--- src/pkg/rlt_map.vh ---
`ifndef RLT_MAP_VH
`define RLT_MAP_VH
`define RLT_ADDR_W 3
`define RLT_OFF_CTRL_UPPER 3'h0
`define RLT_OFF_CTRL_LOWER 3'h1
`define RLT_OFF_COUNT_LOWER 3'h2
`define RLT_OFF_COUNT_UPPER 3'h3
`define RLT_OFF_RELOAD_LOWER 3'h4
`define RLT_OFF_RELOAD_UPPER 3'h5
`define RLT_OFF_IRQ_STATUS 3'h6
`define RLT_OFF_IRQ_MASK 3'h7
`define RLT_CLKSEL_LSB 0
`define RLT_CLKSEL_MSB 2
`define RLT_TMODE_LSB 3
`define RLT_TMODE_MSB 5
`define RLT_CLKSEL_EVENT 3'h7
`define RLT_BIT_SOFTTRIG 0
`define RLT_BIT_RUNEN 1
`define RLT_BIT_UFLOW 2
`define RLT_BIT_IRQEN 3
`define RLT_BIT_RELOAD 4
`define RLT_BIT_OUTINV 5
`define RLT_BIT_OUTEN 6
`define RLT_BIT_RUN 7
`define RLT_CTRL_UPPER_RST 8'h00
`define RLT_CTRL_LOWER_RST 8'h00
`define RLT_RELOAD_RST 16'h0000
`define RLT_COUNT_RST 16'h0000
`define RLT_IRQ_MASK_RST 8'h00
`define RLT_PRESC_W 8
`endif

--- src/design/rlt_sync_edge.v ---
`timescale 1ns/10ps
module rlt_sync_edge (
    input wire clk,
    input wire reset,
    input wire pinIn,
    output wire level,
    output wire rise,
    output wire fall
);
    reg meta_reg;
    reg sync_reg;
    reg last_reg;
    // Only sync_reg looks at meta_reg
    always @(posedge clk) begin
        if (reset) begin
            meta_reg <= 1'b0;
            sync_reg <= 1'b0;
            last_reg <= 1'b0;
        end else begin
            meta_reg <= pinIn;
            sync_reg <= meta_reg;
            last_reg <= sync_reg;
        end
    end
    assign level = sync_reg;
    assign rise = sync_reg & ~last_reg;
    assign fall = ~sync_reg & last_reg;
endmodule

--- src/design/rlt_prescaler.v ---
`timescale 1ns/10ps
`include "rlt_map.vh"
module rlt_prescaler (
    input wire clk,
    input wire reset,
    input wire [2:0] clockSelect,
    output reg tick
);
    reg [`RLT_PRESC_W-1:0] div_reg;
    wire [`RLT_PRESC_W-1:0] divNext;
    reg hit;
    assign divNext = div_reg + {{(`RLT_PRESC_W-1){1'b0}}, 1'b1};
    always @* begin
        case (clockSelect)
            3'h0: hit = 1'b1;
            3'h1: hit = (div_reg[0] == 1'b1);
            3'h2: hit = (div_reg[1:0] == 2'h3);
            3'h3: hit = (div_reg[2:0] == 3'h7);
            3'h4: hit = (div_reg[4:0] == 5'h1F);
            3'h5: hit = (div_reg[5:0] == 6'h3F);
            3'h6: hit = (div_reg[7:0] == 8'hFF);
            default: hit = 1'b0;
        endcase
    end
    // One-cycle tick per divided period; divide ratio set by clockSelect
    always @(posedge clk) begin
        if (reset) begin
            div_reg <= {`RLT_PRESC_W{1'b0}};
            tick <= 1'b0;
        end else begin
            div_reg <= divNext;
            tick <= hit;
        end
    end
endmodule

--- src/design/rlt_reload_timer.v ---
`timescale 1ns/10ps
`include "rlt_map.vh"
// Notes on behaviour
// - Any clock select value except 7 counts prescaler ticks.
// - Clock select 7 counts chosen edges on the timer input pin.
// - Software trigger with run enable set starts counting.
// - External trigger mode starts counting on the chosen input edge.
// - Gate mode counts only while the input holds the chosen level.
// - Reload mode reloads the counter on underflow and keeps counting.
// - Reload mode raises an interrupt request on every underflow.
// - One-shot mode raises an interrupt on underflow.
// - One-shot output is active while the counter runs.
// - Reload mode toggles output on underflow; pin driven only when enabled.
// - Starting the timer copies the reload value into the counter.
// - Count registers read back the live 16-bit count.
// - Count clock comes from prescaler or input pin per clock mode.
// - Underflow sets the flag; request forwarded only when enabled.
// - Run enable and soft trigger written together start at once.
module rlt_reload_timer (
    input wire clk,
    input wire reset,
    input wire [`RLT_ADDR_W-1:0] regAddr,
    input wire [7:0] regWrData,
    input wire regWrite,
    input wire regRead,
    output reg [7:0] regRdData,
    input wire timerInputPin,
    output reg timerOutputPin,
    output wire timerOutputEnableN,
    output wire underflowIrq,
    output wire irqOut
);
    // Trigger mode encodings within trigger_mode_select
    localparam [2:0] MODE_SOFT = 3'h0;
    localparam [2:0] MODE_EXT_RISE = 3'h1;
    localparam [2:0] MODE_EXT_FALL = 3'h2;
    localparam [2:0] MODE_EXT_BOTH = 3'h3;
    localparam [2:0] MODE_GATE_LOW = 3'h4;
    localparam [2:0] MODE_GATE_HIGH = 3'h5;
    // Counter states
    localparam [1:0] ST_STOP = 2'h0;
    localparam [1:0] ST_WAIT = 2'h1;
    localparam [1:0] ST_RUN = 2'h2;

    reg [7:0] ctrlUpper_reg;
    reg countRunEnable_reg;
    reg underflowFlag_reg;
    reg underflowIrqEnable_reg;
    reg reloadSelect_reg;
    reg outputLevel_reg;
    reg outputEnable_reg;
    reg [15:0] reload_reg;
    reg [15:0] count_reg;
    reg [15:0] count_next;
    reg [1:0] state_reg;
    reg [1:0] state_next;
    reg toggle_reg;
    reg toggle_next;
    reg [7:0] irqStatus_reg;
    reg [7:0] irqMask_reg;
    reg [7:0] rdData_next;
    reg edgeValid;
    reg countTick;
    reg startEvent;

    wire [2:0] countClockSelect;
    wire [2:0] triggerModeSelect;
    wire eventMode;
    wire gateMode;
    wire pinLevel;
    wire pinRise;
    wire pinFall;
    wire prescTick;
    wire writeLower;
    wire softTrigger;
    wire runEnableNew;
    wire underflow;
    wire [7:0] ctrlLowerView;
    wire statusWrite;
    wire reloadSelectNew;
    wire outputLevelNew;
    wire flagClear;
    wire [7:0] statusClear;
    wire startSeen;
    reg pinWave_next;

    assign countClockSelect = ctrlUpper_reg[`RLT_CLKSEL_MSB:`RLT_CLKSEL_LSB];
    assign triggerModeSelect = ctrlUpper_reg[`RLT_TMODE_MSB:`RLT_TMODE_LSB];
    assign eventMode = (countClockSelect == `RLT_CLKSEL_EVENT);
    assign gateMode = ~eventMode &&
        (triggerModeSelect == MODE_GATE_LOW || triggerModeSelect == MODE_GATE_HIGH);

    rlt_sync_edge inPin (
        .clk(clk),
        .reset(reset),
        .pinIn(timerInputPin),
        .level(pinLevel),
        .rise(pinRise),
        .fall(pinFall)
    );

    rlt_prescaler presc (
        .clk(clk),
        .reset(reset),
        .clockSelect(countClockSelect),
        .tick(prescTick)
    );

    function edge_match;
        input [2:0] mode;
        input rise;
        input fall;
        begin
            case (mode)
                MODE_EXT_RISE: edge_match = rise;
                MODE_EXT_FALL: edge_match = fall;
                MODE_EXT_BOTH: edge_match = rise | fall;
                default: edge_match = 1'b0;
            endcase
        end
    endfunction

    // Write strobe decode for one register index
    function reg_hit;
        input wr;
        input [`RLT_ADDR_W-1:0] addr;
        input [`RLT_ADDR_W-1:0] target;
        begin
            reg_hit = wr && (addr == target);
        end
    endfunction

    // Sticky bit update; a hardware set wins over a clear in the same cycle
    function sticky;
        input cur;
        input set;
        input clr;
        begin
            sticky = set | (cur & ~clr);
        end
    endfunction

    assign writeLower = reg_hit(regWrite, regAddr, `RLT_OFF_CTRL_LOWER);
    assign statusWrite = reg_hit(regWrite, regAddr, `RLT_OFF_IRQ_STATUS);
    assign softTrigger = writeLower && regWrData[`RLT_BIT_SOFTTRIG];
    // Trigger and run enable written together count as enabled
    assign runEnableNew = writeLower ? regWrData[`RLT_BIT_RUNEN] : countRunEnable_reg;
    // Mode bits written in this cycle steer the pin at once; stale ones would glitch it
    assign reloadSelectNew = writeLower ? regWrData[`RLT_BIT_RELOAD] : reloadSelect_reg;
    assign outputLevelNew = writeLower ? regWrData[`RLT_BIT_OUTINV] : outputLevel_reg;
    // Flag clears by writing 0, as the control bit convention goes
    assign flagClear = writeLower && ~regWrData[`RLT_BIT_UFLOW];
    assign statusClear = statusWrite ? regWrData : 8'h00;
    assign startSeen = startEvent && runEnableNew;

    always @* begin
        edgeValid = edge_match(triggerModeSelect, pinRise, pinFall);
        // Event mode: edges on the pin are the count clock
        if (eventMode) begin
            countTick = edgeValid;
        end else if (gateMode) begin
            if (triggerModeSelect == MODE_GATE_HIGH) begin
                countTick = prescTick & pinLevel;
            end else begin
                countTick = prescTick & ~pinLevel;
            end
        end else begin
            countTick = prescTick;
        end
        startEvent = softTrigger;
        if (~eventMode && ~gateMode && edgeValid) begin
            startEvent = 1'b1;
        end
    end

    assign underflow = (state_reg == ST_RUN) && countTick && (count_reg == 16'h0000);

    always @* begin
        state_next = state_reg;
        count_next = count_reg;
        toggle_next = toggle_reg;
        if (~runEnableNew) begin
            state_next = ST_STOP;
        end else if (startEvent) begin
            count_next = reload_reg;
            state_next = ST_RUN;
            toggle_next = 1'b0;
        end else begin
            case (state_reg)
                ST_STOP: state_next = ST_WAIT;
                ST_WAIT: state_next = ST_WAIT;
                ST_RUN: begin
                    if (underflow) begin
                        toggle_next = ~toggle_reg;
                        if (reloadSelect_reg) begin
                            count_next = reload_reg;
                        end else begin
                            count_next = 16'hFFFF;
                            state_next = ST_WAIT;
                        end
                    end else if (countTick) begin
                        count_next = count_reg - 16'h0001;
                    end
                end
                default: state_next = ST_STOP;
            endcase
        end
    end

    always @(posedge clk) begin
        if (reset) begin
            state_reg <= ST_STOP;
            count_reg <= `RLT_COUNT_RST;
            toggle_reg <= 1'b0;
        end else begin
            state_reg <= state_next;
            count_reg <= count_next;
            toggle_reg <= toggle_next;
        end
    end

    // Configuration registers
    always @(posedge clk) begin
        if (reset) begin
            ctrlUpper_reg <= `RLT_CTRL_UPPER_RST;
            countRunEnable_reg <= 1'b0;
            underflowIrqEnable_reg <= 1'b0;
            reloadSelect_reg <= 1'b0;
            outputLevel_reg <= 1'b0;
            outputEnable_reg <= 1'b0;
            reload_reg <= `RLT_RELOAD_RST;
            irqMask_reg <= `RLT_IRQ_MASK_RST;
        end else if (regWrite) begin
            case (regAddr)
                `RLT_OFF_CTRL_UPPER: ctrlUpper_reg <= regWrData;
                `RLT_OFF_CTRL_LOWER: begin
                    countRunEnable_reg <= regWrData[`RLT_BIT_RUNEN];
                    underflowIrqEnable_reg <= regWrData[`RLT_BIT_IRQEN];
                    reloadSelect_reg <= regWrData[`RLT_BIT_RELOAD];
                    outputLevel_reg <= regWrData[`RLT_BIT_OUTINV];
                    outputEnable_reg <= regWrData[`RLT_BIT_OUTEN];
                end
                `RLT_OFF_RELOAD_LOWER: reload_reg[7:0] <= regWrData;
                `RLT_OFF_RELOAD_UPPER: reload_reg[15:8] <= regWrData;
                `RLT_OFF_IRQ_MASK: irqMask_reg <= regWrData;
                default: reload_reg <= reload_reg;
            endcase
        end
    end

    // Sticky status; software may clear and hardware set in one cycle
    always @(posedge clk) begin
        if (reset) begin
            underflowFlag_reg <= 1'b0;
            irqStatus_reg <= 8'h00;
        end else begin
            underflowFlag_reg <= sticky(underflowFlag_reg, underflow, flagClear);
            irqStatus_reg[0] <= sticky(irqStatus_reg[0], underflow, statusClear[0]);
            irqStatus_reg[1] <= sticky(irqStatus_reg[1], startSeen, statusClear[1]);
            irqStatus_reg[7:2] <= 6'h00;
        end
    end

    assign ctrlLowerView = {
        (state_reg == ST_RUN),
        outputEnable_reg,
        outputLevel_reg,
        reloadSelect_reg,
        underflowIrqEnable_reg,
        underflowFlag_reg,
        countRunEnable_reg,
        1'b0
    };

    // Count reads are live; no latching between bytes
    always @* begin
        case (regAddr)
            `RLT_OFF_CTRL_UPPER: rdData_next = ctrlUpper_reg;
            `RLT_OFF_CTRL_LOWER: rdData_next = ctrlLowerView;
            `RLT_OFF_COUNT_LOWER: rdData_next = count_reg[7:0];
            `RLT_OFF_COUNT_UPPER: rdData_next = count_reg[15:8];
            `RLT_OFF_RELOAD_LOWER: rdData_next = reload_reg[7:0];
            `RLT_OFF_RELOAD_UPPER: rdData_next = reload_reg[15:8];
            `RLT_OFF_IRQ_STATUS: rdData_next = irqStatus_reg;
            `RLT_OFF_IRQ_MASK: rdData_next = irqMask_reg;
            default: rdData_next = 8'h00;
        endcase
    end

    // Waveform runs even while the pin is disabled, so enabling it shows the live level
    always @* begin
        if (reloadSelectNew) begin
            pinWave_next = toggle_next ^ outputLevelNew;
        end else begin
            pinWave_next = (state_next == ST_RUN) ^ outputLevelNew;
        end
    end

    always @(posedge clk) begin
        if (reset) begin
            regRdData <= 8'h00;
            timerOutputPin <= 1'b0;
        end else begin
            regRdData <= regRead ? rdData_next : 8'h00;
            timerOutputPin <= pinWave_next;
        end
    end

    assign timerOutputEnableN = ~outputEnable_reg;
    assign underflowIrq = underflowFlag_reg & underflowIrqEnable_reg;
    assign irqOut = |(irqStatus_reg & irqMask_reg);
endmodule

--- config.mk ---
export PLATFORM = sky130hd
export DESIGN_NAME = rlt_reload_timer
export DESIGN_NICKNAME = d
export VERILOG_FILES = /design/src/design/rlt_sync_edge.v /design/src/design/rlt_prescaler.v /design/src/design/rlt_reload_timer.v
export VERILOG_INCLUDE_DIRS = /design/src /design/src/pkg
export SDC_FILE = /design/constraint.sdc
export NUM_CORES = 1
export LEC_CHECK = 0
export BUFFER_PORTS_ARGS = -buffer_cell sky130_fd_sc_hd__buf_2
export CORE_MARGIN = 2
export CORE_UTILIZATION = 39
export DETAILED_ROUTE_END_ITERATION = 7
export HOLD_SLACK_MARGIN = 0.12
export PLACE_DENSITY = 0.53
export SLEW_MARGIN = 20
export SYNTH_ARGS = -nofsm -noshare
export SYNTH_HDL_FRONTEND = slang
export SYNTH_SLANG_ARGS = --single-unit
--- constraint.sdc ---
create_clock -name clk -period 5.95 [get_ports clk]
set_input_delay 0.2975 -clock clk [delete_from_list [all_inputs] [get_ports clk]]
set_output_delay 0.2975 -clock clk [all_outputs]
set_load 0.01 [all_outputs]
== After elaboration in Yosys (flattened, before gate mapping) ==
Cells that the tools add are included.

* Bits in registers: 86
* Word-level logic and storage cells: 129

* Add/sub/neg operators: 2
* Eq/ne operators: 27
* Multiplexer cells: 26
* Bitwise operators: 26
* Reduce and logical (&&, ||, !) cells: 26

{| class="wikitable"
|+ Operator list
! operator !! count
|-
| $mux W16 || 5
|-
| $pmux W8 S8 || 1
|-
| $eq A3 B3 Y1 const B || 11
|-
| $eq A3 B2 Y1 const B || 6
|-
| $logic_not A16 Y1 || 1
|-
| $sub A16 B1 Y16 const B || 1
|-
| $mux W1 || 12
|-
| $not A1 Y1 || 11
|-
| $logic_and A1 B1 Y1 || 10
|-
| $mux W2 || 5
|-
| $reduce_and A2 Y1 || 5
|-
| $eq A3 B1 Y1 const B || 3
|-
| $add A8 B1 Y8 const B || 1
|-
| $and A1 B1 Y1 || 8
|-
| $and A8 B8 Y8 || 1
|-
| $eq A8 B8 Y1 const B || 1
|-
| $reduce_or A8 Y1 || 1
|-
| $pmux W1 S7 || 1
|-
| $eq A2 B2 Y1 const B || 3
|-
| $eq A6 B6 Y1 const B || 1
|-
| $logic_not A3 Y1 || 2
|-
| $eq A5 B5 Y1 const B || 1
|-
| $or A1 B1 Y1 || 4
|-
| $pmux W2 S2 || 1
|-
| 9 further kinds || 11
|}

== Depth between registers and ports, before layout ==
Gate-level depths: netlist of run 1.

* Word-level depth: 14
* Mapped depth: 10
* Depth with buffers taken out: 9

== By module ==
Synthesis of run 1 repeated with hierarchy kept, for this count alone.

* Cells, all modules: 492
* Area total of the unflattened synthesis: 3958.8 um^2

{| class="wikitable"
|+ Modules (own cells, without submodules)
! module !! instances !! cells an instance !! area each (um^2)
|-
| rlt_reload_timer || 1 || 442 || 3469.6
|-
| rlt_prescaler || 1 || 42 || 397.9
|-
| rlt_sync_edge || 1 || 8 || 91.3
|}

== Worst setup path after synthesis of run 1 ==
OpenSTA, ideal clock, no wires.

* Kind: register to register
* Start: register count_reg[0]
* End: register count_reg[9]
* Setup time: 0.116 ns
* Arrival: 2.352 ns
* Required time: 5.834 ns
* Path slack: 3.482 ns
* Stages on the path, launching flop included: 9
* Period minus slack after synthesis: 2.468 ns
* Cell sequence: dfxtp_1 -> inv_1 -> ha_1 -> or4b_1 -> or4_4 -> o21bai_4 -> o21a_4 -> or3_1 -> o211a_1

* Word-level cells in the longest chain between the ends: 5

{| class="wikitable"
|+ RTL lines
! element !! RTL line !! source
|-
| from (decl) || rlt_reload_timer.v:53 || <nowiki>reg [15:0] count_reg;</nowiki>
|-
| from (signal assigned) || rlt_reload_timer.v:213 || <nowiki>count_reg <= `RLT_COUNT_RST;</nowiki>
|-
| from (signal assigned) || rlt_reload_timer.v:217 || <nowiki>count_reg <= count_next;</nowiki>
|-
| $sub A16 B1 Y16 / $logic_not A16 Y1 (equally long branches) || rlt_reload_timer.v:202, rlt_reload_timer.v:176 ||
|-
| $mux W16 / $logic_and A1 B1 Y1 (equally long branches) || rlt_reload_timer.v:201, rlt_reload_timer.v:176 ||
|-
| $mux W16 || rlt_reload_timer.v:193 || <nowiki>if (underflow) begin</nowiki>
|-
| $mux W16 || rlt_reload_timer.v:189 || <nowiki>case (state_reg)</nowiki>
|-
| $mux W16 || rlt_reload_timer.v:184 || <nowiki>end else if (startEvent) begin</nowiki>
|}

Several ways; a longest one is shown, not always the timed one. The select of a mux whose other input is x is not followed.
A chain may end at the register's enable or synchronous reset.

== Final worst setup path of run 1 ==
* Start: input regAddr[0]
* End: register count_reg[13]

* Word-level cells in the longest chain between the ends: 6

{| class="wikitable"
|+ RTL lines
! element !! RTL line !! source
|-
| from (decl) || rlt_reload_timer.v:22 || <nowiki>input wire [`RLT_ADDR_W-1:0] regAddr,</nowiki>
|-
| $eq A3 B1 Y1 (*) || rlt_reload_timer.v:129 || <nowiki>reg_hit = wr && (addr == target);</nowiki>
|-
| $logic_and A1 B1 Y1 (*) || rlt_reload_timer.v:129 ||
|-
| $logic_and A1 B1 Y1 || rlt_reload_timer.v:145 || <nowiki>assign softTrigger = writeLower && regWrData[`RLT_BIT_SOFTTRIG];</nowiki>
|-
| $mux W1 || rlt_reload_timer.v:171 || <nowiki>if (~eventMode && ~gateMode && edgeValid) begin</nowiki>
|-
| $reduce_bool A3 Y1 (no line) / $reduce_bool A2 Y1 (equally long branches) || - ||
|-
| $reduce_and A3 Y1 (no line) || - ||
|}

Mark *: on every way between the ends. The rest lies on a longest branch, timed or not.

==> tab_implementation.tex, run 1 <==
\begin{tabular}{lr}
\hline
Metric & Value \\
\hline
\multicolumn{2}{l}{\textbf{Worst setup path}} \\
\quad Start-to-end type of the worst setup path & in2reg \\
\quad Reg2reg start & count\_reg[0]\$\_SDFFE\_PP0P\_ \\
\quad Worst stage delay on the critical path & 0.60 ns \\
\quad Number of cell instances on the worst register-to-register path & 8 \\
\quad Crit path cell chain & buf\_2, nor4bb\_2, buf\_4, mux2i\_1, a31o\_2, nor2b\_1, a22o\_1 \\
\quad Sum of buffers and inverters on the critical path & 2 \\
\quad Crit path launch type & primary input \\
\quad Largest fanout of any net on the critical path & 31 \\
\quad Arrival time at the worst endpoint & 3.10 ns \\
\quad Critical path's top delay family & simple AND/OR/NAND/NOR gates \\
\quad Crit path max-delay cell type & nor2b\_1 \\
\quad Worst setup slack for register-to-register paths & around 3.2 ns \\
\quad CP required & 6.25 ns \\
\quad Crit path capture type & flip-flop \\
\quad Critical R2R Capture & count\_reg[9]\$\_SDFFE\_PP0P\_ \\
\multicolumn{2}{l}{\textbf{STA}} \\
\quad Final setup violation count & 0 \\
\quad Post-route setup TNS & 0 ns \\
\quad Worst clock skew on the final layout & 0.0119 ns \\
\quad Shortest period the worst path allows & 2.79 ns \\
\quad Fin crit share & 46.9\% \\
\quad Least-Margin Pin Slew & between 0.6 and 0.7 ns \\
\quad Fmax achieved & 358 MHz \\
\quad Worst hold-check slack & 0.146 ns \\
\quad Max-slew violation count & 0 \\
\quad Final hold vios & 0 \\
\quad RSZ-0062 raised after global routing & no \\
\quad Slew margin rel. & a little over half \\
\multicolumn{2}{l}{\textbf{Worst hold path}} \\
\quad Type of the tightest min-delay check & in2reg \\
\quad Hold\_sp & timerInputPin \\
\quad Endpoint of the worst hold-timing path & inPin.meta\_reg\$\_SDFF\_PP0\_ \\
\quad Hold-critical path depth & 2 \\
\multicolumn{2}{l}{\textbf{Floorplanning}} \\
\quad Core Region & approximately 0.0098 mm\^{}2 \\
\quad Overall die width & 105 um \\
\quad Die Footprint & 0.0110 mm\^{}2 \\
\quad Number of placed I/O pins & 28 \\
\quad Die Height & between 100 and 150 um \\
\quad Row Count & 36 \\
\quad Initial Utilization & 40.3\% \\
\multicolumn{2}{l}{\textbf{Placed design}} \\
\quad RePlAce Congestion & 0.856 \\
\quad Port Buffers & 27 \\
\quad Hpwl dp & 8.19 mm \\
\multicolumn{2}{l}{\textbf{Run status}} \\
\quad Run status & finished clean \\
\multicolumn{2}{l}{\textbf{Detailed routing}} \\
\quad Number of optimization iterations in the first detailed-route pass & 5 \\
\quad Routed vias/inst & roughly 5.6 \\
\quad Post-route ant nets & 0 \\
\quad Vias after detailed routing & 3619 \\
\quad First DRT Iteration DRCs & 170 \\
\quad Routed WL per cell & $\sim$18 um \\
\quad Total Routed Length & between 10 and 15 mm \\
\quad Residual DRC count & 0 \\
\multicolumn{2}{l}{\textbf{Layout}} \\
\quad Layout fillers & roughly 1.1k \\
\quad Antenna diode count & 0 \\
\quad Fraction of final layout cells sized beyond drive strength 1 & 12.6\% \\
\quad Area delta synth->final & 10.6\% \\
\quad Net total in the final layout & between 500 and 600 \\
\multicolumn{2}{l}{\textbf{Clock network}} \\
\quad Number of buffers inserted for hold repair after clock tree synthesis & 0 \\
\quad CTS buffer count & 9 \\
\quad TritonCTS clock tree & built \\
\quad TritonCTS sink count & 80 \\
\quad Skew-Pair Late Insertion Delay & 0.36 ns \\
\quad Level count of the clock H-tree & 3 \\
\quad Clock-pin slew of the registers on the worst-case setup and hold paths & 0.09 ns \\
\quad Cts repair resizes & 0 \\
\quad Buffer count from post-CTS setup fixing & 0 \\
\quad Max Root-Sink Buffers & 2 \\
\quad CTS root buffer & clkbuf\_8 \\
\multicolumn{2}{l}{\textbf{Yosys}} \\
\quad Average instance area after synthesis & about 7.9 um\^{}2 \\
\quad Portion of the post-synthesis area used by sequential elements & 40.5\% \\
\quad Area leader, netlist & dfxtp\_1 \\
\quad Cells taking the most area after synthesis & dfxtp\_1 (40\%), nand2\_1 (9.5\%), a21oi\_1 (7.0\%) \\
\quad Number of enable flip-flop cells after synthesis & 0 \\
\quad Async set-reset flop share out of synthesis & 0\% \\
\quad Most used flip-flop cell after synthesis & dfxtp\_1 \\
\quad Number of synthesis warnings & 0 \\
\quad Post-synthesis instance area & 0.00396 mm\^{}2 \\
\quad Count of distinct cell types in the synthesized netlist & 51 \\
\quad Yosys top cell area share & 40.5\% \\
\quad Gate Count Post-Synth & 498 \\
\quad Syn nets & 521 \\
\quad Flip-flop and latch count after synthesis & 80 \\
\multicolumn{2}{l}{\textbf{Global route}} \\
\quad First-pass GRT wire length & 18.7 mm \\
\quad Number of global-route vias before repair & 3447 \\
\quad Overflow left after global routing & 0 \\
\quad GR Util All Layers & 21.7\% \\
\quad Largest net degree at the start of global routing & 66 \\
\quad Initial antenna violation count & 0 \\
\multicolumn{2}{l}{\textbf{Pwr}} \\
\quad Leakage component of the power & 1.65 nW \\
\quad Peak ir drop on the vdd network & around 120 uV \\
\quad Pwr Density & 234 mW/mm\^{}2 \\
\multicolumn{2}{l}{\textbf{Flow run}} \\
\quad Max-cap violations & 0 \\
\hline
\end{tabular}
## cell usage in the layout (no fill, tap or decap), drive strengths merged, types with 5 or more instances in the layout
cell type	synthesis	layout
clkbuf	17	9
nor2b	12	12
nor2	36	36
mux2i	8	8
a211oi	8	8
a31oi	10	10
o221ai	7	7
nand2b	8	8
and3	6	6
nor3	19	19
o21ai	12	12
or4	5	5
mux2	5	5
ha	7	7
nand3	6	6
nand2	101	101
a22o	6	6
or3	9	9
dfxtp	80	80
a21oi	55	55
buf	10	30
xor2	10	10
inv	14	17
## where the power goes
| part | internal, mW | switching, mW |
|---|---|---|
| logic | 0.0303 | 0.0577 |
| clock network | 0.159 | 0.222 |
| registers | 0.546 | 0.00915 |
| total | 0.736 | 0.289 |
## cells in the mapped netlist (9+ instances only)
cell type and number:
a21oi_1 55, a31oi_1 10, clkbuf_1 17, dfxtp_1 80
inv_1 14, nand2_1 100, nor2_1 36, nor2b_1 12
nor3_1 19, o21ai_0 12, or3_1 9, xor2_1 10
## metal layers
layer | GRT usage [%] | up-vias | part of all wire (%)
li1 | - | 1785 | -
met1 | 30.0 | 1716 | 47
met2 | 34.1 | 93 | 46
met3 | 3.81 | 25 | 4.1
met4 | 7.71 | 0 | 2.6
met5 | 0 | - | 0
## worst max-delay path by stage
stage | cells past startpoint | to | from
3_5_place_dp | 7 | count_reg[13]$_SDFFE_PP0P_ | regAddr[0]
6_report | 7 | count_reg[13]$_SDFFE_PP0P_ | regAddr[0]
3_3_place_gp | 7 | count_reg[13]$_SDFFE_PP0P_ | regAddr[0]
2_1_floorplan | 8 | count_reg[9]$_SDFFE_PP0P_ | count_reg[0]$_SDFFE_PP0P_
5_1_grt | 7 | count_reg[13]$_SDFFE_PP0P_ | regAddr[0]
4_1_cts | 8 | count_reg[9]$_SDFFE_PP0P_ | count_reg[0]$_SDFFE_PP0P_
## cell families (layout without fill, tap and decap cells)
| logic type | count (synthesis) | after routing | synth area share [%] |
|---|---|---|---|
| compound gates | 120 | 120 | 19.6 |
| xor+xnor | 13 | 13 | 2.88 |
| fa+ha+maj | 7 | 7 | 2.21 |
| buf+inv | 41 | 60 | 4.05 |
| flops | 80 | 80 | 40.5 |
| mux | 14 | 14 | 4.02 |
| simple gates | 223 | 223 | 26.8 |
## area by class of cell
cell class                 count  area, um^2  area share, %
multi-input combinational    377        2210           50.5
sequential                    80        1600           36.6
timing repair buffer          30         158           3.60
clock buffer                   9         124           2.83
inverter                      14        52.6           1.20
clock inverter                 7        62.6           1.43
tap                          133         166           3.80
## stage by stage
| stage | area (um^2) | power [mW] | util [%] | instances | worst slack [ns] |
|---|---|---|---|---|---|
| 6_report | 4380 | 1.02 | 44.6 | 650 | 3.16 |
| 5_1_grt | 4380 | 1.08 | 44.6 | 650 | 2.91 |
| 4_1_cts | 4370 | 1.04 | 44.5 | 650 | 3.16 |
| 3_5_place_dp | 4180 | 0.654 | 42.6 | 634 | 2.84 |
| 3_3_place_gp | 4180 | 0.653 | 42.6 | 634 | 2.91 |
| 2_1_floorplan | 3960 | 0.623 | - | 498 | 3.48 |
## worst register-to-register path: stages (launching register included)
cell and delay [ns]:
dfxtp_1 0.34, inv_1 0.13, ha_1 0.16, or4b_1 0.43, or4_4 0.55, o21bai_4 0.28, o21a_4 0.32, or3_1 0.37
o211a_1 0.11
No activity file was read; power rests on OpenSTA's default activity.
==> run 2: changes to the inputs <==
Settings changed: ABC_AREA from default to 1, PLACE_DENSITY 0.53 to 0.52.
Clock period 5.95 ns to 2.7 ns, I/O delays scaled along.
==> run 2 against run 1 <==
  * Clock power grew 95%
  * Die area grew 8.1%
  * Critical path depth grew 6
  * Worst hold slack gained 0.0074 ns
  * Clock skew shrank 0.0017 ns
  * Flip-flop and latch count is the same
  * Power grew 110%
  * Clock-buffer cell count grew 2
  * Combinational power grew 140%
  * Global-route usage grew 2.3 points
  * Critical path type is now reg2reg
  * Largest cell class unchanged
  * Largest power group unchanged
  * Highest routed layer unchanged
==> tab_implementation.tex, run 2 <==
\begin{tabular}{lr}
\hline
Metric & Value \\
\hline
\multicolumn{2}{l}{\textbf{Run status}} \\
\quad Run status & finished clean \\
\multicolumn{2}{l}{\textbf{Clock network}} \\
\quad Clock-pin slew of the registers on the worst-case setup and hold paths & 0.08 ns \\
\quad CTS buffer count & 9 \\
\quad TritonCTS sink count & 80 \\
\quad Level count of the clock H-tree & 3 \\
\quad Buffer count from post-CTS setup fixing & 0 \\
\quad Skew-Pair Late Insertion Delay & 0.38 ns \\
\quad Max Root-Sink Buffers & 2 \\
\quad TritonCTS clock tree & built \\
\quad CTS root buffer & clkbuf\_8 \\
\multicolumn{2}{l}{\textbf{Detailed routing}} \\
\quad Routed WL per cell & 17.1 um \\
\quad Number of optimization iterations in the first detailed-route pass & 5 \\
\quad Routed vias/inst & between 5 and 6 \\
\quad Total Routed Length & 13.3 mm \\
\quad Met3 wirelength from detailed routing & 583 um \\
\quad Metal1 wirelength & 6.12 mm \\
\quad First DRT Iteration DRCs & 333 \\
\quad Detailed route wirelength on metal2 & about 6.4 mm \\
\quad DR top layer & met4 \\
\quad Vias after detailed routing & 4171 \\
\quad Post-route ant nets & 0 \\
\quad Residual DRC count & 0 \\
\multicolumn{2}{l}{\textbf{Yosys}} \\
\quad Count of distinct cell types in the synthesized netlist & 38 \\
\quad Cells taking the most area after synthesis & dfxtp\_1 (37\%), nand2\_1 (9.5\%), a21oi\_1 (7.1\%) \\
\quad Number of synthesis warnings & 0 \\
\quad Syn nets & around 630 \\
\quad Flip-flop and latch count after synthesis & 80 \\
\quad Async set-reset flop share out of synthesis & 0\% \\
\quad Average instance area after synthesis & about 7 um\^{}2 \\
\quad Leading cell types by count after synthesis & nand2\_1 (109), dfxtp\_1 (80), inv\_1 (73) \\
\quad Gate Count Post-Synth & 610 \\
\quad Post-synthesis instance area & $\sim$0.0043 mm\^{}2 \\
\quad Yosys top cell area share & 37.3\% \\
\quad Library cell with the highest instance count after synthesis & nand2\_1 \\
\quad Most used flip-flop cell after synthesis & dfxtp\_1 \\
\quad Number of enable flip-flop cells after synthesis & 0 \\
\quad Area leader, netlist & dfxtp\_1 \\
\quad Portion of the post-synthesis area used by sequential elements & around 37\% \\
\multicolumn{2}{l}{\textbf{STA}} \\
\quad Max-slew violation count & 0 \\
\quad Worst hold-check slack & 0.153 ns \\
\quad Slew margin rel. & 58.2\% \\
\quad Worst clock skew on the final layout & 0.0102 ns \\
\quad Final hold vios & 0 \\
\quad Final setup violation count & 0 \\
\quad Fin crit share & 83.4\% \\
\quad Post-route setup TNS & 0 ns \\
\quad RSZ-0062 raised after global routing & no \\
\quad Least-Margin Pin Slew & 0.611 ns \\
\quad Shortest period the worst path allows & roughly 2.3 ns \\
\quad Fmax achieved & 444 MHz \\
\multicolumn{2}{l}{\textbf{Layout}} \\
\quad Area occupied by multi-input gates & 0.00223 mm\^{}2 \\
\quad Core Util, Final & between 40 and 50\% \\
\quad Register area & 0.00160 mm\^{}2 \\
\quad Fraction of final layout cells sized beyond drive strength 1 & 10.0\% \\
\quad Layout fillers & approximately 1.1k \\
\quad Most common library cell in the layout ignoring fill and taps & nand2\_1 \\
\quad Net total in the final layout & between 600 and 700 \\
\quad Area delta synth->final & 9.12\% \\
\quad Most frequent cells in the layout & nand2\_1 (109), dfxtp\_1 (80), inv\_1 (73) \\
\quad Antenna diode count & 0 \\
\multicolumn{2}{l}{\textbf{Worst hold path}} \\
\quad Type of the tightest min-delay check & in2reg \\
\quad Hold\_sp & regWrData[1] \\
\quad Hold-critical path depth & 3 \\
\quad Endpoint of the worst hold-timing path & reload\_reg[1]\$\_SDFFE\_PP0P\_ \\
\multicolumn{2}{l}{\textbf{Worst setup path}} \\
\quad Start-to-end type of the worst setup path & reg2reg \\
\quad CP required & 2.99 ns \\
\quad Number of cell instances on the worst register-to-register path & 13 \\
\quad Crit path max-delay cell type & o21ai\_4 \\
\quad Critical path's top delay family & compound AO/OA/AOI/OAI gates \\
\quad Crit path launch type & flip-flop \\
\quad Critical R2R Capture & count\_reg[0]\$\_SDFFE\_PP0P\_ \\
\quad Arrival time at the worst endpoint & 2.54 ns \\
\quad Crit path cell chain & inv\_1, ha\_1, nand2\_1, nand3\_2, a21oi\_1, nand2\_1, nand2\_2, o21ai\_4, inv\_2, o21ai\_0, inv\_1, nand2\_1, inv\_1 \\
\quad Reg2reg start & inPin.last\_reg\$\_SDFF\_PP0\_ \\
\quad Worst setup slack for register-to-register paths & 0.45 ns \\
\quad Worst stage delay on the critical path & 0.53 ns \\
\quad Crit path capture type & flip-flop \\
\quad Largest fanout of any net on the critical path & 22 \\
\quad Sum of buffers and inverters on the critical path & 4 \\
\multicolumn{2}{l}{\textbf{Global route}} \\
\quad GR Util All Layers & 24.1\% \\
\quad Number of global-route vias before repair & 3942 \\
\quad Overflow left after global routing & 0 \\
\quad Initial antenna violation count & 0 \\
\quad First-pass GRT wire length & 21.2 mm \\
\quad Largest net degree at the start of global routing & 38 \\
\multicolumn{2}{l}{\textbf{Placed design}} \\
\quad RePlAce Congestion & 0.899 \\
\quad Port Buffers & 27 \\
\quad Hpwl dp & 9.79 mm \\
\multicolumn{2}{l}{\textbf{Pwr}} \\
\quad Pwr Density & 466 mW/mm\^{}2 \\
\quad Peak ir drop on the vdd network & approximately 400 uV \\
\quad Total Power & 2.18 mW \\
\quad Leakage component of the power & 2.05 nW \\
\multicolumn{2}{l}{\textbf{Floorplanning}} \\
\quad Die Footprint & 0.0119 mm\^{}2 \\
\quad Number of placed I/O pins & 28 \\
\quad Initial Utilization & 39.8\% \\
\quad Row Count & 38 \\
\quad Die Height & 109 um \\
\quad Core Region & 0.0108 mm\^{}2 \\
\quad Overall die width & around 110 um \\
\multicolumn{2}{l}{\textbf{Flow run}} \\
\quad Max-cap violations & 0 \\
\hline
\end{tabular}
==> run 2: cell count changes in the layout (fill, tap and decap cells not counted), moves of 8 or more <==
cell           previous run  this run
inv_1                    14        73
nand3_1                   6        50
nor2_1                   36        70
o21ai_0                  12        41
nor3_1                   18         4
nand4_1                   2        14
nor2b_1                  12         0
o211ai_1                  2        13
nand2_1                 100       109
or3_1                     9         0
a31oi_1                  10         2
dlygate4sd3_1             0         8
mux2i_1                   8         0
nand2b_1                  8         0
==> run 2: how the worst max path moves through the flow <==
| stage | depth (start not counted) | end | startpoint | slack, ns |
|---|---|---|---|---|
| 2_1_floorplan | 15 | count_reg[10]$_SDFFE_PP0P_ | inPin.last_reg$_SDFF_PP0_ | 0.97 |
| 3_3_place_gp | 15 | count_reg[0]$_SDFFE_PP0P_ | inPin.last_reg$_SDFF_PP0_ | 0.51 |
| 3_5_place_dp | 13 | count_reg[0]$_SDFFE_PP0P_ | inPin.last_reg$_SDFF_PP0_ | 0.48 |
| 4_1_cts | 13 | count_reg[0]$_SDFFE_PP0P_ | inPin.last_reg$_SDFF_PP0_ | 0.46 |
| 5_1_grt | 16 | count_reg[0]$_SDFFE_PP0P_ | inPin.level$_SDFF_PP0_ | 0.16 |
| 6_report | 13 | count_reg[0]$_SDFFE_PP0P_ | inPin.last_reg$_SDFF_PP0_ | 0.45 |
==> run 2: worst reg2reg max path, cell delays in order, from the launching register on <==
cell,delay [ns]
dfxtp_1,0.33
inv_1,0.05
ha_1,0.27
nand2_1,0.06
nand3_2,0.09
a21oi_1,0.06
nand2_1,0.08
nand2_2,0.16
o21ai_4,0.53
inv_2,0.20
o21ai_0,0.20
inv_1,0.06
nand2_1,0.05
inv_1,0.03
==> run 2: report_power, final <==
part           internal, mW  switching [mW]
logic                0.0655           0.145
registers              1.21          0.0227
clock network         0.316           0.427
total                  1.59           0.595
==> run 2: metrics by stage <==
stage / std cells / setup WS, ns / instance area (um^2)
after floorplan: 610 / 0.972 / 4290
after global placement: 757 / 0.507 / 4460
after detailed placement: 757 / 0.480 / 4460
after CTS: 778 / 0.459 / 4680
after global routing: 778 / 0.156 / 4680
final: 778 / 0.449 / 4680
==> run 2: logic make-up after synthesis <==
logic type,after synthesis,synth area share (%)
AO/OA/AOI/OAI,145,19.9
XOR/XNOR,13,2.65
adder cells (fa/ha/maj),7,2.04
buffers and inverters,103,10.8
flip-flops,80,37.3
AND/OR/NAND/NOR,262,27.3
==> run 2: repair_timing <==
item / 4_1_cts / 5_1_grt
gates resized for setup: 0 / 0
hold buffers: 8 / 0
hold endpoints to repair: 16 / 0
==> run 2: layout make-up <==
class	instances	area share (%)
Clock buffer	11	2.80
Clock inverter	2	0.214
Inverter	80	6.41
Multi-Input combinational cell	427	47.6
Sequential cell	80	34.2
Tap cell	140	3.74
Timing Repair Buffer	38	5.07
==> run 2: per-layer routing <==
metal | global-route usage [%] | vias up
li1 | - | 2086
met1 | 31.9 | 1972
met2 | 38.9 | 96
met3 | 5.26 | 17
met4 | 7.88 | 0
met5 | 0 | -
==> run 3: changes to the inputs <==
Clock period 2.7 ns to 2.2 ns, I/O delays scaled along.
==> run 3 against run 2 <==
  * Wire length up 1.4%
  * Clock-buffer cell count unchanged
  * Critical path depth down 1
  * Via count up 4.0%
  * Core utilization up 2.0 points
  * Power up 34%
  * Setup slack worse by 0.24 ns
  * Critical path type unchanged
  * Sequential power up 23%
  * Largest power group unchanged
  * Largest cell class unchanged
  * Highest routed layer unchanged
==> tab_implementation.tex, run 3 (same netlist as run 2, synthesis figures left out) <==
\begin{tabular}{lr}
\hline
Metric & Value \\
\hline
\multicolumn{2}{l}{\textbf{Floorplanning}} \\
\quad Number of placed I/O pins & 28 \\
\quad Die Height & between 100 and 150 um \\
\quad Die Footprint & about 0.012 mm\^{}2 \\
\quad Row Count & 38 \\
\quad Overall die width & approximately 110 um \\
\quad Core Region & 0.0108 mm\^{}2 \\
\quad Initial Utilization & 39.8\% \\
\multicolumn{2}{l}{\textbf{Global route}} \\
\quad Initial antenna violation count & 0 \\
\quad Largest net degree at the start of global routing & 38 \\
\quad First-pass GRT wire length & approximately 21 mm \\
\quad Number of global-route vias before repair & 3988 \\
\quad GR Util All Layers & 24.2\% \\
\quad Overflow left after global routing & 0 \\
\multicolumn{2}{l}{\textbf{STA}} \\
\quad Slew margin rel. & 63.7\% \\
\quad Final setup violation count & 0 \\
\quad Worst path setup slack after routing & 0.214 ns \\
\quad Fmax achieved & 503 MHz \\
\quad Shortest period the worst path allows & between 1.5 and 2 ns \\
\quad Max-slew violation count & 0 \\
\quad Post-route setup TNS & 0 ns \\
\quad Worst clock skew on the final layout & 0.00886 ns \\
\quad Final hold vios & 0 \\
\quad RSZ-0062 raised after global routing & no \\
\quad Fin crit share & 90.3\% \\
\quad Least-Margin Pin Slew & 0.539 ns \\
\multicolumn{2}{l}{\textbf{Placed design}} \\
\quad Post-placement setup slack & 0.136 ns \\
\quad Hpwl dp & 9.91 mm \\
\quad RePlAce Congestion & 0.892 \\
\quad Port Buffers & 27 \\
\quad Area post-placement & $\sim$0.0046 mm\^{}2 \\
\multicolumn{2}{l}{\textbf{Worst setup path}} \\
\quad Largest fanout of any net on the critical path & 19 \\
\quad Worst stage delay on the critical path & 0.34 ns \\
\quad Sum of buffers and inverters on the critical path & 2 \\
\quad Critical path's top delay family & simple AND/OR/NAND/NOR gates \\
\quad Crit path max-delay cell type & dfxtp\_1 \\
\quad Start-to-end type of the worst setup path & reg2reg \\
\quad Number of cell instances on the worst register-to-register path & 12 \\
\quad CP required & 2.50 ns \\
\quad Crit-path most repeated cell & nand2\_1 \\
\quad Crit path capture type & flip-flop \\
\quad Number of gates on the worst path with buffers counted & 12 \\
\quad Arrival time at the worst endpoint & 2.29 ns \\
\quad Crit path launch type & flip-flop \\
\quad Crit path cell chain & inv\_1, ha\_1, nand2\_1, nand3\_2, a21oi\_1, nand2\_1, nand2\_4, o21ai\_4, buf\_4, nor2\_1, nand2\_1, a21oi\_1 \\
\multicolumn{2}{l}{\textbf{Layout}} \\
\quad Layout fillers & 1125 \\
\quad Area delta synth->final & 14.1\% \\
\quad Most common library cell in the layout ignoring fill and taps & nand2\_1 \\
\quad Net total in the final layout & 676 \\
\quad Antenna diode count & 0 \\
\quad Area occupied by multi-input gates & 0.00223 mm\^{}2 \\
\quad Fraction of final layout cells sized beyond drive strength 1 & 12.6\% \\
\quad Final std cell area, no fill & 0.00490 mm\^{}2 \\
\quad Register area & 0.00160 mm\^{}2 \\
\quad Most frequent cells in the layout & nand2\_1 (109), dfxtp\_1 (80), inv\_1 (73) \\
\multicolumn{2}{l}{\textbf{Run status}} \\
\quad Run status & finished clean \\
\multicolumn{2}{l}{\textbf{Detailed routing}} \\
\quad Routed vias/inst & 5.44 \\
\quad Residual DRC count & 0 \\
\quad Routed WL per cell & 16.9 um \\
\quad Post-route ant nets & 0 \\
\quad Total Routed Length & 13.5 mm \\
\quad Number of optimization iterations in the first detailed-route pass & 7 \\
\quad Vias after detailed routing & 4337 \\
\quad First DRT Iteration DRCs & approximately 320 \\
\multicolumn{2}{l}{\textbf{Clock network}} \\
\quad Skew-Pair Late Insertion Delay & 0.37 ns \\
\quad Clock-pin slew of the registers on the worst-case setup and hold paths & 0.08 ns \\
\quad TritonCTS clock tree & built \\
\quad CTS root buffer & clkbuf\_8 \\
\quad CTS buffer count & 9 \\
\quad TritonCTS sink count & 80 \\
\quad Level count of the clock H-tree & 3 \\
\quad Max Root-Sink Buffers & 2 \\
\multicolumn{2}{l}{\textbf{Flow run}} \\
\quad Max-cap violations & 0 \\
\multicolumn{2}{l}{\textbf{Pwr}} \\
\quad Pwr Density & about 600 mW/mm\^{}2 \\
\quad Peak ir drop on the vdd network & 386 uV \\
\quad Leakage component of the power & 2.16 nW \\
\multicolumn{2}{l}{\textbf{Worst hold path}} \\
\quad Type of the tightest min-delay check & in2reg \\
\quad Hold-critical path depth & 4 \\
\hline
\end{tabular}
==> run 3: final cells by class <==
type,count,area share [%]
clock inverters,4,1.05
inverters,80,6.18
well taps,140,3.58
clock buffers,11,3.09
repair buffers,55,7.82
flip-flops and latches,80,32.7
multi-input cells,427,45.6
==> run 3: final timing paths <==
path,startpoint,to,slack [ns]
min reg2reg,inPin.meta_reg$_SDFF_PP0_,inPin.level$_SDFF_PP0_,0.41
max,inPin.last_reg$_SDFF_PP0_,count_reg[6]$_SDFFE_PP0P_,0.21
max reg2reg,inPin.last_reg$_SDFF_PP0_,count_reg[6]$_SDFFE_PP0P_,0.21
min,reset,presc.tick$_SDFF_PP0_,0.24
==> run 3: what timing repair did <==
item	in CTS	in global routing
resized for setup	0	3
setup buffers	0	2
hold endpoints to repair	25	0
hold buffers	10	0
setup endpoints to repair	0	14
==> run 3: routing by layer <==
| layer | wire length [um] | vias up | share of wire (%) | global-route usage (%) |
|---|---|---|---|---|
| met5 | 0 | - | 0 | 0 |
| met4 | 416 | 0 | 3.1 | 12.0 |
| met3 | 781 | 27 | 5.8 | 3.41 |
| met2 | 6220 | 149 | 46 | 38.0 |
| met1 | 6070 | 2035 | 45 | 32.5 |
| li1 | - | 2126 | - | - |
==> run 3: worst min-delay path: cells and delay by family <==
kind	cells	cell delay (ns)
buffers and inverters	3	0.33
AND/OR/NAND/NOR	1	0.14
==> run 3: report_power, final <==
group,total (mW),internal (mW),switching [mW]
Sequential,1.51,1.48,0.0263
Combinational,0.274,0.0907,0.184
Clock,1.15,0.582,0.568
Total,2.93,2.15,0.778
==> run 3: metrics by stage <==
stage / hold WS, ns / instances / utilization, % / power, mW
floorplan: 0.217 / 610 / - / 1.70
global route: 0.282 / 797 / 45.4 / 3.05
detailed placement: 0.321 / 770 / 42.4 / 1.80
finish: 0.237 / 797 / 45.4 / 2.93
CTS: 0.239 / 795 / 45.2 / 2.96
global placement: 0.309 / 770 / 42.4 / 1.80
